### src/hdl/dst_pkg.sv
// Register map, field layout and reset values of the daylight saving block
`default_nettype none
package dst_pkg;
   localparam int NUM_REGS = 8;
   localparam logic [7:0] OFS_FWD_MONTH = 8'h15;
   localparam logic [7:0] OFS_FWD_WEEK_DAY = 8'h16;
   localparam logic [7:0] OFS_FWD_DATE = 8'h17;
   localparam logic [7:0] OFS_FWD_HOUR = 8'h18;
   localparam logic [7:0] OFS_REV_MONTH = 8'h19;
   localparam logic [7:0] OFS_REV_WEEK_DAY = 8'h1a;
   localparam logic [7:0] OFS_REV_DATE = 8'h1b;
   localparam logic [7:0] OFS_REV_HOUR = 8'h1c;
   // Index of each register within the block, offset minus the first one
   localparam int IDX_FWD_MONTH = 0;
   localparam int IDX_FWD_WEEK_DAY = 1;
   localparam int IDX_FWD_DATE = 2;
   localparam int IDX_FWD_HOUR = 3;
   localparam int IDX_REV_MONTH = 4;
   localparam int IDX_REV_WEEK_DAY = 5;
   localparam int IDX_REV_DATE = 6;
   localparam int IDX_REV_HOUR = 7;
   // Writable bits per register; the rest read as zero
   localparam logic [7:0] MASK_FWD_MONTH = 8'h9f;
   localparam logic [7:0] MASK_WEEK_DAY = 8'h7f;
   localparam logic [7:0] MASK_DATE = 8'h3f;
   localparam logic [7:0] MASK_HOUR = 8'h3f;
   localparam logic [7:0] MASK_REV_MONTH = 8'h1f;
   localparam logic [7:0] REG_RESET = 8'h00;
   localparam logic [7:0] RDATA_UNMAPPED = 8'h00;
   // Field positions
   localparam int ENABLE_BIT = 7;
   localparam int SELECT_BIT = 6;
   localparam int WEEK_LSB = 3;
   localparam int WEEK_W = 3;
   localparam int DAY_LSB = 0;
   localparam int DAY_W = 3;
   localparam int MONTH_W = 5;
   localparam int DATE_W = 6;
   localparam int HOUR_W = 6;
   localparam int DAYS_W = 5;
   localparam logic [2:0] WEEK_LAST = 3'h7;
   localparam logic [6:0] DAYS_PER_WEEK = 7'h07;
endpackage : dst_pkg
`default_nettype wire

### src/hdl/dst_match.sv
// Calendar comparator for one daylight saving change point
`timescale 1ns/100ps
`default_nettype none
module dst_match (
   input wire logic clk,
   input wire logic nrst,
   input wire logic [dst_pkg::MONTH_W-1:0] month_bcd,
   input wire logic sel_week_day,
   input wire logic [dst_pkg::WEEK_W-1:0] week,
   input wire logic [dst_pkg::DAY_W-1:0] weekday,
   input wire logic [dst_pkg::DATE_W-1:0] date_bcd,
   input wire logic [dst_pkg::HOUR_W-1:0] hour_bcd,
   input wire logic [dst_pkg::MONTH_W-1:0] cur_month,
   input wire logic [dst_pkg::DATE_W-1:0] cur_date,
   input wire logic [dst_pkg::DAY_W-1:0] cur_weekday,
   input wire logic [dst_pkg::HOUR_W-1:0] cur_hour,
   input wire logic [dst_pkg::DAYS_W-1:0] days_in_month,
   output logic hit_q
);
   logic [6:0] date_bin;
   logic [6:0] first_day;
   logic [6:0] last_day;
   logic in_week;
   logic day_ok;
   logic hit_d;

   // BCD date to binary: tens times ten plus ones
   assign date_bin = 7'({cur_date[5:4], 3'b000}) + 7'({cur_date[5:4], 1'b0})
                     + 7'(cur_date[3:0]);
   // Widened first, so week times seven cannot wrap at three bits
   assign first_day = (7'(week) - 7'h01) * dst_pkg::DAYS_PER_WEEK + 7'h01;
   assign last_day = 7'(week) * dst_pkg::DAYS_PER_WEEK;

   always_comb begin
      if (week == dst_pkg::WEEK_LAST) begin
         // Last week holds whether the month has four or five such days
         in_week = (date_bin + dst_pkg::DAYS_PER_WEEK) > 7'(days_in_month);
      end else begin
         in_week = (week != 3'h0) && (date_bin >= first_day) && (date_bin <= last_day);
      end
   end

   // Date register plays no part once week/day is selected
   assign day_ok = sel_week_day ? (in_week && (weekday == cur_weekday))
                                : (date_bcd == cur_date);
   assign hit_d = (month_bcd == cur_month) && (hour_bcd == cur_hour) && day_ok;

   always_ff @(posedge clk or negedge nrst) begin
      if (!nrst) begin
         hit_q <= 1'b0;
      end else begin
         hit_q <= hit_d;
      end
   end

   property p_last_week;
      @(posedge clk) disable iff (!nrst)
      (sel_week_day && week == dst_pkg::WEEK_LAST && month_bcd == cur_month
       && hour_bcd == cur_hour && weekday == cur_weekday
       && (7'(days_in_month) - date_bin) < dst_pkg::DAYS_PER_WEEK) |=> hit_q;
   endproperty
   a_last_week: assert property (p_last_week) else $error("last week day missed");

   property p_date_ignored;
      @(posedge clk) disable iff (!nrst)
      (sel_week_day && weekday != cur_weekday) |=> !hit_q;
   endproperty
   a_date_ignored: assert property (p_date_ignored) else $error("date used in week mode");

   property p_week_one;
      @(posedge clk) disable iff (!nrst)
      (sel_week_day && week == 3'h1 && date_bin > 7'h07) |=> !hit_q;
   endproperty
   a_week_one: assert property (p_week_one) else $error("first week matched late date");
endmodule : dst_match
`default_nettype wire

### src/hdl/rtc_daylight_saving_adjust.sv
// Daylight saving adjust: change point registers, matching and hour shift control
// Function
// - Time moves forward at the forward point and back at the reverse point, every year.
// - The enable bit is bit 7 of the forward month register above the BCD month.
// - Week/day registers hold a week, a weekday and a week/day-instead-of-date select bit.
// - Hour registers hold a plain BCD hour with no military select bit.
// - The reverse month register holds a plain BCD month only.
// - Week code seven means the last matching weekday of the month.
// - The forward done flag goes to one once the forward shift is applied.
// - The flag goes to zero on the reverse shift, on power-up and when enable is cleared.
`timescale 1ns/100ps
`default_nettype none
module rtc_daylight_saving_adjust (
   input wire logic clk,
   input wire logic nrst,
   input wire logic [7:0] reg_addr,
   input wire logic reg_wr_en,
   input wire logic [7:0] reg_wdata,
   output logic [7:0] reg_rdata,
   input wire logic [dst_pkg::MONTH_W-1:0] cur_month,
   input wire logic [dst_pkg::DATE_W-1:0] cur_date,
   input wire logic [dst_pkg::DAY_W-1:0] cur_weekday,
   input wire logic [dst_pkg::HOUR_W-1:0] cur_hour,
   input wire logic [dst_pkg::DAYS_W-1:0] days_in_month,
   output logic hour_advance,
   output logic hour_retard,
   output logic forward_change_done_flag,
   output logic saving_time_enable_bit
);
   typedef enum logic {STANDARD_TIME, SUMMER_TIME} summer_time_shift_t;

   localparam logic [7:0] WR_MASK [dst_pkg::NUM_REGS] = '{
      dst_pkg::MASK_FWD_MONTH, dst_pkg::MASK_WEEK_DAY, dst_pkg::MASK_DATE,
      dst_pkg::MASK_HOUR, dst_pkg::MASK_REV_MONTH, dst_pkg::MASK_WEEK_DAY,
      dst_pkg::MASK_DATE, dst_pkg::MASK_HOUR};

   logic [7:0] regs_q [dst_pkg::NUM_REGS];
   logic [7:0] reg_rdata_d;
   logic [7:0] reg_rdata_q;
   summer_time_shift_t shift_q;
   summer_time_shift_t shift_d;
   logic fwd_hit;
   logic rev_hit;
   logic advance_d;
   logic retard_d;
   logic advance_q;
   logic retard_q;
   logic enable;

   // Register file: one write decode per register, reserved bits dropped
   for (genvar i = 0; i < dst_pkg::NUM_REGS; i++) begin : g_reg
      always_ff @(posedge clk or negedge nrst) begin
         if (!nrst) begin
            regs_q[i] <= dst_pkg::REG_RESET;
         end else if (reg_wr_en && reg_addr == dst_pkg::OFS_FWD_MONTH + 8'(i)) begin
            regs_q[i] <= reg_wdata & WR_MASK[i];
         end
      end
   end

   // Read data is registered; unmapped offsets read zero
   always_comb begin
      reg_rdata_d = dst_pkg::RDATA_UNMAPPED;
      if (reg_addr >= dst_pkg::OFS_FWD_MONTH && reg_addr <= dst_pkg::OFS_REV_HOUR) begin
         reg_rdata_d = regs_q[3'(reg_addr - dst_pkg::OFS_FWD_MONTH)];
      end
   end

   always_ff @(posedge clk or negedge nrst) begin
      if (!nrst) begin
         reg_rdata_q <= dst_pkg::REG_RESET;
      end else begin
         reg_rdata_q <= reg_rdata_d;
      end
   end

   assign reg_rdata = reg_rdata_q;
   assign enable = regs_q[dst_pkg::IDX_FWD_MONTH][dst_pkg::ENABLE_BIT];
   assign saving_time_enable_bit = enable;

   dst_match u_fwd_match (
      .clk(clk),
      .nrst(nrst),
      .month_bcd(regs_q[dst_pkg::IDX_FWD_MONTH][dst_pkg::MONTH_W-1:0]),
      .sel_week_day(regs_q[dst_pkg::IDX_FWD_WEEK_DAY][dst_pkg::SELECT_BIT]),
      .week(regs_q[dst_pkg::IDX_FWD_WEEK_DAY][dst_pkg::WEEK_LSB +: dst_pkg::WEEK_W]),
      .weekday(regs_q[dst_pkg::IDX_FWD_WEEK_DAY][dst_pkg::DAY_LSB +: dst_pkg::DAY_W]),
      .date_bcd(regs_q[dst_pkg::IDX_FWD_DATE][dst_pkg::DATE_W-1:0]),
      .hour_bcd(regs_q[dst_pkg::IDX_FWD_HOUR][dst_pkg::HOUR_W-1:0]),
      .cur_month(cur_month),
      .cur_date(cur_date),
      .cur_weekday(cur_weekday),
      .cur_hour(cur_hour),
      .days_in_month(days_in_month),
      .hit_q(fwd_hit)
   );

   dst_match u_rev_match (
      .clk(clk),
      .nrst(nrst),
      .month_bcd(regs_q[dst_pkg::IDX_REV_MONTH][dst_pkg::MONTH_W-1:0]),
      .sel_week_day(regs_q[dst_pkg::IDX_REV_WEEK_DAY][dst_pkg::SELECT_BIT]),
      .week(regs_q[dst_pkg::IDX_REV_WEEK_DAY][dst_pkg::WEEK_LSB +: dst_pkg::WEEK_W]),
      .weekday(regs_q[dst_pkg::IDX_REV_WEEK_DAY][dst_pkg::DAY_LSB +: dst_pkg::DAY_W]),
      .date_bcd(regs_q[dst_pkg::IDX_REV_DATE][dst_pkg::DATE_W-1:0]),
      .hour_bcd(regs_q[dst_pkg::IDX_REV_HOUR][dst_pkg::HOUR_W-1:0]),
      .cur_month(cur_month),
      .cur_date(cur_date),
      .cur_weekday(cur_weekday),
      .cur_hour(cur_hour),
      .days_in_month(days_in_month),
      .hit_q(rev_hit)
   );

   // Season state gates each change point, so a match that lingers,
   // or the reverse hour coming round again after set-back, shifts only once
   always_comb begin
      shift_d = shift_q;
      advance_d = 1'b0;
      retard_d = 1'b0;
      unique case (shift_q)
         STANDARD_TIME: begin
            if (enable && fwd_hit) begin
               shift_d = SUMMER_TIME;
               advance_d = 1'b1;
            end
         end
         SUMMER_TIME: begin
            if (!enable) begin
               shift_d = STANDARD_TIME;
            end else if (rev_hit) begin
               shift_d = STANDARD_TIME;
               retard_d = 1'b1;
            end
         end
      endcase
   end

   // Power-up is the asynchronous reset; the flag starts clear
   always_ff @(posedge clk or negedge nrst) begin
      if (!nrst) begin
         shift_q <= STANDARD_TIME;
      end else begin
         shift_q <= shift_d;
      end
   end

   always_ff @(posedge clk or negedge nrst) begin
      if (!nrst) begin
         advance_q <= 1'b0;
         retard_q <= 1'b0;
      end else begin
         advance_q <= advance_d;
         retard_q <= retard_d;
      end
   end

   assign hour_advance = advance_q;
   assign hour_retard = retard_q;
   assign forward_change_done_flag = (shift_q == SUMMER_TIME);

   property p_forward_shift;
      @(posedge clk) disable iff (!nrst)
      (enable && fwd_hit && shift_q == STANDARD_TIME) |=> hour_advance && forward_change_done_flag;
   endproperty
   a_forward_shift: assert property (p_forward_shift) else $error("forward shift missed");

   property p_reverse_shift;
      @(posedge clk) disable iff (!nrst)
      (enable && rev_hit && forward_change_done_flag) |=> hour_retard && !forward_change_done_flag;
   endproperty
   a_reverse_shift: assert property (p_reverse_shift) else $error("reverse shift missed");

   property p_flag_set;
      @(posedge clk) disable iff (!nrst)
      $rose(forward_change_done_flag) |-> hour_advance;
   endproperty
   a_flag_set: assert property (p_flag_set) else $error("flag rose without advance");

   property p_flag_clear;
      @(posedge clk) disable iff (!nrst)
      $fell(forward_change_done_flag) |-> hour_retard || !$past(enable);
   endproperty
   a_flag_clear: assert property (p_flag_clear) else $error("flag fell without cause");

   property p_disable_clears;
      @(posedge clk) disable iff (!nrst)
      !enable |=> !forward_change_done_flag && !hour_advance;
   endproperty
   a_disable_clears: assert property (p_disable_clears) else $error("flag kept while disabled");

   property p_once_per_event;
      @(posedge clk) disable iff (!nrst)
      hour_advance |=> !hour_advance [*2];
   endproperty
   a_once_per_event: assert property (p_once_per_event) else $error("forward shift repeated");

   property p_no_both;
      @(posedge clk) disable iff (!nrst)
      !(hour_advance && hour_retard);
   endproperty
   a_no_both: assert property (p_no_both) else $error("advance and retard together");

   property p_enable_write;
      @(posedge clk) disable iff (!nrst)
      (reg_wr_en && reg_addr == dst_pkg::OFS_FWD_MONTH)
         |=> saving_time_enable_bit == $past(reg_wdata[dst_pkg::ENABLE_BIT])
             && regs_q[dst_pkg::IDX_FWD_MONTH][6:5] == 2'h0;
   endproperty
   a_enable_write: assert property (p_enable_write) else $error("enable bit not stored");

   property p_hour_plain;
      @(posedge clk) disable iff (!nrst)
      (reg_wr_en && reg_addr == dst_pkg::OFS_FWD_HOUR)
         |=> regs_q[dst_pkg::IDX_FWD_HOUR] == {2'h0, $past(reg_wdata[5:0])};
   endproperty
   a_hour_plain: assert property (p_hour_plain) else $error("hour register not plain BCD");

   property p_rev_month_plain;
      @(posedge clk) disable iff (!nrst)
      (reg_wr_en && reg_addr == dst_pkg::OFS_REV_MONTH)
         |=> ##1 regs_q[dst_pkg::IDX_REV_MONTH][7:5] == 3'h0;
   endproperty
   a_rev_month_plain: assert property (p_rev_month_plain) else $error("reverse month extra bits");

   property p_readback;
      @(posedge clk) disable iff (!nrst)
      (!reg_wr_en && reg_addr == dst_pkg::OFS_FWD_WEEK_DAY)
         |=> reg_rdata == $past(regs_q[dst_pkg::IDX_FWD_WEEK_DAY]);
   endproperty
   a_readback: assert property (p_readback) else $error("week/day readback wrong");

   // Register contents: each change point byte keeps only its own fields
   property p_week_day_store;
      @(posedge clk) disable iff (!nrst)
      (reg_wr_en && reg_addr == dst_pkg::OFS_FWD_WEEK_DAY)
         |=> regs_q[dst_pkg::IDX_FWD_WEEK_DAY] == {1'b0, $past(reg_wdata[6:0])};
   endproperty
   a_week_day_store: assert property (p_week_day_store) else $error("week/day not stored");

   property p_last_code_store;
      @(posedge clk) disable iff (!nrst)
      (reg_wr_en && reg_addr == dst_pkg::OFS_REV_WEEK_DAY)
         |=> regs_q[dst_pkg::IDX_REV_WEEK_DAY] == {1'b0, $past(reg_wdata[6:0])};
   endproperty
   a_last_code_store: assert property (p_last_code_store) else $error("last week code lost");

   property p_rev_hour_plain;
      @(posedge clk) disable iff (!nrst)
      (reg_wr_en && reg_addr == dst_pkg::OFS_REV_HOUR)
         |=> regs_q[dst_pkg::IDX_REV_HOUR] == {2'h0, $past(reg_wdata[5:0])};
   endproperty
   a_rev_hour_plain: assert property (p_rev_hour_plain) else $error("reverse hour not plain");

   property p_rev_month_store;
      @(posedge clk) disable iff (!nrst)
      (reg_wr_en && reg_addr == dst_pkg::OFS_REV_MONTH)
         |=> regs_q[dst_pkg::IDX_REV_MONTH] == {3'h0, $past(reg_wdata[4:0])};
   endproperty
   a_rev_month_store: assert property (p_rev_month_store) else $error("reverse month lost");

   property p_unmapped_write;
      @(posedge clk) disable iff (!nrst)
      (reg_wr_en && reg_addr > dst_pkg::OFS_REV_HOUR)
         |=> $stable(saving_time_enable_bit);
   endproperty
   a_unmapped_write: assert property (p_unmapped_write) else $error("stray write hit enable");

   property p_advance_cause;
      @(posedge clk) disable iff (!nrst)
      hour_advance |-> $past(enable) && $past(fwd_hit) && !$past(forward_change_done_flag);
   endproperty
   a_advance_cause: assert property (p_advance_cause) else $error("advance without match");

   property p_retard_cause;
      @(posedge clk) disable iff (!nrst)
      hour_retard |-> $past(enable) && $past(rev_hit) && $past(forward_change_done_flag);
   endproperty
   a_retard_cause: assert property (p_retard_cause) else $error("retard without match");

   property p_flag_holds;
      @(posedge clk) disable iff (!nrst)
      (forward_change_done_flag && enable && !rev_hit) |=> forward_change_done_flag;
   endproperty
   a_flag_holds: assert property (p_flag_holds) else $error("done flag dropped early");

   property p_standard_holds;
      @(posedge clk) disable iff (!nrst)
      (!forward_change_done_flag && !(enable && fwd_hit)) |=> !forward_change_done_flag;
   endproperty
   a_standard_holds: assert property (p_standard_holds) else $error("done flag set early");

   property p_no_retard_disabled;
      @(posedge clk) disable iff (!nrst)
      !enable |=> !hour_retard;
   endproperty
   a_no_retard_disabled: assert property (p_no_retard_disabled) else $error("retard while off");

   property p_retard_once;
      @(posedge clk) disable iff (!nrst)
      hour_retard |=> !hour_retard;
   endproperty
   a_retard_once: assert property (p_retard_once) else $error("reverse shift repeated");
endmodule : rtc_daylight_saving_adjust
`default_nettype wire
### config.mk
export PLATFORM = sky130hd
export DESIGN_NAME = rtc_daylight_saving_adjust
export DESIGN_NICKNAME = d
export VERILOG_FILES = /design/src/hdl/dst_pkg.sv /design/src/hdl/dst_match.sv /design/src/hdl/rtc_daylight_saving_adjust.sv
export SDC_FILE = /design/constraint.sdc
export NUM_CORES = 1
export LEC_CHECK = 0
export BUFFER_PORTS_ARGS = -buffer_cell sky130_fd_sc_hd__buf_2
export CAP_MARGIN = 30
export CORE_MARGIN = 4
export CORE_UTILIZATION = 50
export DETAILED_ROUTE_END_ITERATION = 7
export PLACE_DENSITY = 0.73
export SETUP_SLACK_MARGIN = 0.5
export SLEW_MARGIN = 20
export SYNTH_ARGS = -nofsm -noshare
export SYNTH_HDL_FRONTEND = slang
export SYNTH_SLANG_ARGS = --single-unit
### constraint.sdc
create_clock -name clk -period 3.4 [get_ports clk]
set_clock_uncertainty 0.15 [all_clocks]
set_input_delay 0.17 -clock clk [delete_from_list [all_inputs] [get_ports clk]]
set_output_delay 0.17 -clock clk [all_outputs]
set_load 0.02 [all_outputs]
# Word level (Yosys, flattened, before mapping)
# Cells that the tools add are included.
# totals
ff_bits	62
input_bits	44
output_inout_bits	12
wordCells	92
# op_classes
add_sub_neg	8
n_mul	4
magnitude_cmp	8
eq_ne	18
mux	16
n_bitwise	2
n_reduce_logical	22
# op_table
operator	count
8-bit by 5-bit == test with 1-bit output (second input constant)	8
8-bit binary-select mux with 3-bit select	1
6-bit == test	4
8-bit 2-to-1 mux	3
1-bit logical AND	20
7-bit by 1-bit adder with 7-bit output (second input constant)	2
7-bit greater-or-equal comparator	2
7-bit by 6-bit <= comparator with 1-bit output	2
7-bit by 3-bit multiplier with 7-bit output (second input constant)	2
3-bit by 3-bit multiplier with 6-bit output (second input constant)	2
1-bit 2-to-1 mux	11
5-bit == test	2
8-bit by 5-bit greater-or-equal comparator with 1-bit output (second input constant)	1
8-bit by 5-bit <= comparator with 1-bit output (second input constant)	1
3-bit by 1-bit subtractor with 4-bit output (second input constant)	2
7-bit by 3-bit adder with 7-bit output (second input constant)	1
7-bit by 4-bit adder with 7-bit output	1
7-bit by 5-bit > comparator with 1-bit output	1
5-bit by 3-bit adder with 6-bit output	1
3-bit == test	2
3-bit == test (second input constant)	2
3-bit nonzero test	2
4-bit greater-or-equal comparator (second input constant)	1
3-bit NOT with 4-bit output	1
3 further kinds	3

# Logic depth before layout (Yosys ltp)
# depth
word_depth	10
depth_mapped	13
depth_no_buf	13

# By module
# From an unflattened synthesis, not the netlist that was laid out.
# hier_totals
hier_cells	460
area_unflattened_um2	5235.0
# by_module_without_submodules
module	instances	cells_per_inst	area_each_um2	seq_area_each_um2
rtc_daylight_saving_adjust	1	172	2675.1	1501.4
dst_match	2	144	1280.0	25.0

# Worst setup path after synthesis
# Ideal clock, no wire load.
# synth_path
path_type	register to register
start	register regs_q[51] (netlist name)
end	register u_fwd_match.hit_q
setup_time_ps	135
t_arrival_ps	2882
t_required_ps	3115
path_slack_ps	233
stages_incl_launch_ff	12
n_path_buf	0
period_less_slack_ps	3167
cell_sequence	dfrtp_1 -> inv_1 -> ha_1 -> inv_1 -> fa_1 -> ha_1 -> xnor2_1 -> ha_1 -> a2111oi_0 -> o21ai_0 -> a41oi_1 -> a211oi_2
# synth_via
elab_chain_cells	10
elab_cells_between_ends	14
classes_between	add/sub: 2; mul: 2; order compare: 2; eq/ne: 1; mux: 2; reduce/logical: 5
# synth_rtl
item	line_no	source
start, declared	rtc_daylight_saving_adjust.sv:37	logic [7:0] regs_q [dst_pkg::NUM_REGS];
start signal, assigned by index	rtc_daylight_saving_adjust.sv:54	regs_q[i] <= dst_pkg::REG_RESET;
start signal, assigned by index	rtc_daylight_saving_adjust.sv:56	regs_q[i] <= reg_wdata & WR_MASK[i];
3-bit by 1-bit subtractor with 4-bit output	dst_match.sv:31	assign first_day = (7'(week) - 7'h01) * dst_pkg::DAYS_PER_WEEK + 7'h01;
7-bit by 3-bit multiplier with 7-bit output	dst_match.sv:31	
7-bit by 1-bit adder with 7-bit output	dst_match.sv:31	
7-bit greater-or-equal comparator	dst_match.sv:39	in_week = (week != 3'h0) && (date_bin >= first_day) && (date_bin <= last_day);
1-bit logical AND (2 in series)	dst_match.sv:39	
1-bit 2-to-1 mux (*)	dst_match.sv:35	if (week == dst_pkg::WEEK_LAST) begin
1-bit logical AND (*)	dst_match.sv:44	assign day_ok = sel_week_day ? (in_week && (weekday == cur_weekday))
1-bit 2-to-1 mux (*)	dst_match.sv:44	
1-bit logical AND (*)	dst_match.sv:46	assign hit_d = (month_bcd == cur_month) && (hour_bcd == cur_hour) && day_ok;
via u_fwd_match.hit_d	dst_match.sv:25	logic hit_d;
end signal, assigned	dst_match.sv:52	hit_q <= hit_d;
end, declared	dst_match.sv:18	output logic hit_q
# Mark *: on every way through the listed nets, which the timed path passes. The rest lies on a longest branch.
# A chain may end at the register's enable or synchronous reset.

# Final worst setup path
# layout_path
start	register regs_q[52] (netlist name)
end	register u_fwd_match.hit_q
# Same word-level chain as after synthesis.

==> summary.txt <==
Status
  – Status: complete, no violations

Yosys
  – Post-synth EDFFs: 0
  – Synth cell types: 54
  – Sequential share of the synthesized area: between 30% and 40%
  – Ys async rst share: between 90% and 100%
  – Gate Count Post-Synth: 420
  – Register bit count reported by yosys: 62
  – Warnings from Yosys: 0
  – Synth Net Count: ~530
  – Mapped Area: ~4900 um^2
  – Predominant post-synthesis flop cell: dfrtp_1
  – Syn Area/Cell: roughly 12 um^2

Worst hold path
  – Hold crit path type: primary input to flop
  – Hold path depth: 2
  – Hold Path Sink: regs_q[12]
  – Origin of the worst min-delay path: reg_wdata[4]

Worst setup path
  – CP required: ~3.5 ns
  – Flop2flop setup slack: roughly 0.34 ns
  – Reg2Reg Launch Point: regs_q[52]
  – CP Launch Type: flop
  – Worst Path Max Fanout: 3
  – CP Class: flop to flop
  – CP arrival: 3.18 ns
  – FF-to-FF path depth: 11
  – Crit path capture type: flop
  – Worst r2r dst: u_fwd_match.hit_q

Routing
  – Wire per inst: ~18 um
  – DR vias/cell: ~5.6
  – DRC violations left: 0
  – WL final: around 12,000 um
  – Drt pass-1 iters: 4
  – Routed vias: between 3,000 and 4,000
  – Iter 0 DRT Violations: 142
  – Post-route ant nets: 0

Final layout
  – Diodes inserted: 0
  – Non-filler cells, final: approximately 650
  – P&R area growth vs syn: 21.4%
  – Commonest non-fill, non-tap cells in the layout: dfrtp_1, buf_2, ha_1
  – Nets: 624
  – Commonest non-fill, non-tap cell in the layout: dfrtp_1
  – FILL cells: 738
  – Final instance area: 5890 um^2
  – Layout cell share with drive strength beyond 1: 36.4%

Power
  – VDD IR-drop max: about 0.19 mV
  – Total power draw: 2.12 mW
  – Leakage: about 2.9 nW
  – PD cells: 360 nW/um^2

Die
  – I/O pins: 56
  – Core area: approximately 9300 um^2
  – Starting Density: 52.0%
  – Row cnt: 35
  – Die width: around 110 um
  – Chip height: 107 um
  – Die area: 11,300 um^2

Clocking
  – Max clock buf depth: 2
  – Clk slew on worst S/H paths: 0.07 ns
  – TritonCTS clock tree: yes
  – CTS Buf Count: 9
  – Clock root buffer: clkbuf_8
  – Htree depth: 3
  – Worst-Skew Late Latency: 0.35 ns
  – TritonCTS Sinks: slightly above 60

Timing
  – Fin. Hold Viols: 0
  – Post-route setup TNS: 0 ns
  – Fin crit share: 90.1%
  – RSZ-0062 raised after global routing: yes
  – Min cycle time layout: between 3 and 4 ns
  – Max-slew violation count: 0
  – Final setup viols: 0
  – Max_slew headroom: 53.0%
  – WHS: roughly 0.023 ns
  – Highest clock rate: 326 MHz
  – Least-Margin Pin Slew: 0.705 ns

Global routing
  – Total grt overflow: 0
  – Overall Global Routing Usage: between 20 and 25%
  – Wire length of the first global-routing pass: 19,600 um
  – Vias in the first global route: roughly 3,800
  – Largest net degree at the start of global routing: 33
  – Initial antenna violation count: 1

Placed design
  – Hpwl dp: 8990 um
  – Dpl cell area: between 5000 and 6000 um^2
  – Dpl cells: ~600
  – Gp weighted congestion: a little over 0.9
  – Port Buffers: 55

Run
  – Max Cap Viol: 0
layout make-up:
cell class              count  area, um^2  share of cell area, %
multi-input cells         321        3340                   56.6
flip-flops and latches     62        1560                   26.5
repair buffers             87         542                   9.19
well taps                 129         161                   2.74
clock buffers              12         145                   2.46
inverters                  30         128                   2.17
clock inverters             4        22.5                  0.382
through the flow:
step / setup slack (ns) / utilization, %
floorplan: 0.475 / -
global placement: 0.287 / 57.7
detailed placement: 0.235 / 57.7
CTS: 0.324 / 62.8
global route: 0.260 / 63.2
finish: 0.335 / 63.2
logic make-up after synthesis:
group	synth area share [%]
buffers and inverters	3.12
AO/OA/AOI/OAI	7.27
adder cells (fa/ha/maj)	19.2
multiplexers	18.1
flip-flops	32.0
XOR/XNOR	11.4
AND/OR/NAND/NOR	8.97
repair_timing:
action                                  in CTS  in global routing
hold buffers                                 6                  0
hold endpoints to repair                    45                  0
pin swaps                                   19                  9
endpoints found under the setup margin       2                  2
resized for setup                           23                  7
buffers inserted                            21                  0
layer usage:
metal	up-vias	global-route usage (%)	routed length, um
li1	1688	-	-
met1	1769	29.4	5130
met2	114	36.4	5770
met3	25	4.25	704
met4	2	7.85	285
met5	-	0	12
where the power goes:
| group | leakage [nW] | internal (mW) | total, mW | switching, mW |
|---|---|---|---|---|
| sequential | 0.848 | 0.766 | 0.800 | 0.0331 |
| combinational | 1.92 | 0.376 | 0.758 | 0.382 |
| clock | 0.0861 | 0.281 | 0.567 | 0.286 |
worst max-delay path, cell delays in order (launching register included):
cell and delay (ns):
dfrtp_2 0.46, fa_1 0.52, ha_2 0.16, inv_1 0.05, fa_2 0.33, xor2_1 0.15, ha_1 0.29, a21oi_1 0.13
nor2b_1 0.07, o32ai_2 0.29, a41oi_2 0.15, a211oi_2 0.22
how the worst max path moves through the flow:
| stage | startpoint | endpoint | cells past startpoint |
|---|---|---|---|
| finish | regs_q[52] | u_fwd_match.hit_q | 11 |
| global route | regs_q[52] | u_fwd_match.hit_q | 11 |
| CTS | regs_q[52] | u_fwd_match.hit_q | 11 |
| detailed placement | regs_q[53] | u_fwd_match.hit_q | 11 |
| global placement | regs_q[51] | u_fwd_match.hit_q | 12 |
| floorplan | regs_q[51] | u_fwd_match.hit_q | 12 |
state kept, by name, summed over array words and instances (netlist names):
signal	flops
regs_q	48
reg_rdata	8
forward_change_done_flag	1
hour_advance	1
hour_retard	1
saving_time_enable_bit	1
u_fwd_match.hit_q	1
u_rev_match.hit_q	1
cells in the mapped netlist (all sizes together), types with 2 or more instances:
library cell	n	area share [%]
mux2	49	11
nand2	11	0.85
buf	6	0.72
a2111oi	2	0.36
inv	30	2.3
nand3	10	1.0
a21oi	16	1.6
xnor2	30	5.8
a211oi	3	0.57
nand2b	2	0.26
o21ai	5	0.52
a21o	3	0.46
nor2b	5	0.64
nor4	8	1.4
o21bai	4	0.62
ha	60	15
and3	4	0.52
and2	6	0.77
xor2	30	5.6
o21a	2	0.31
a41oi	2	0.36
nand4	3	0.39
fa	9	3.7
mux2i	8	1.6
dfrtp	62	32
o31ai	2	0.31
nor3	4	0.41
nor2	15	1.2
mux4	11	5.1
(Power assumes the default switching activity.)
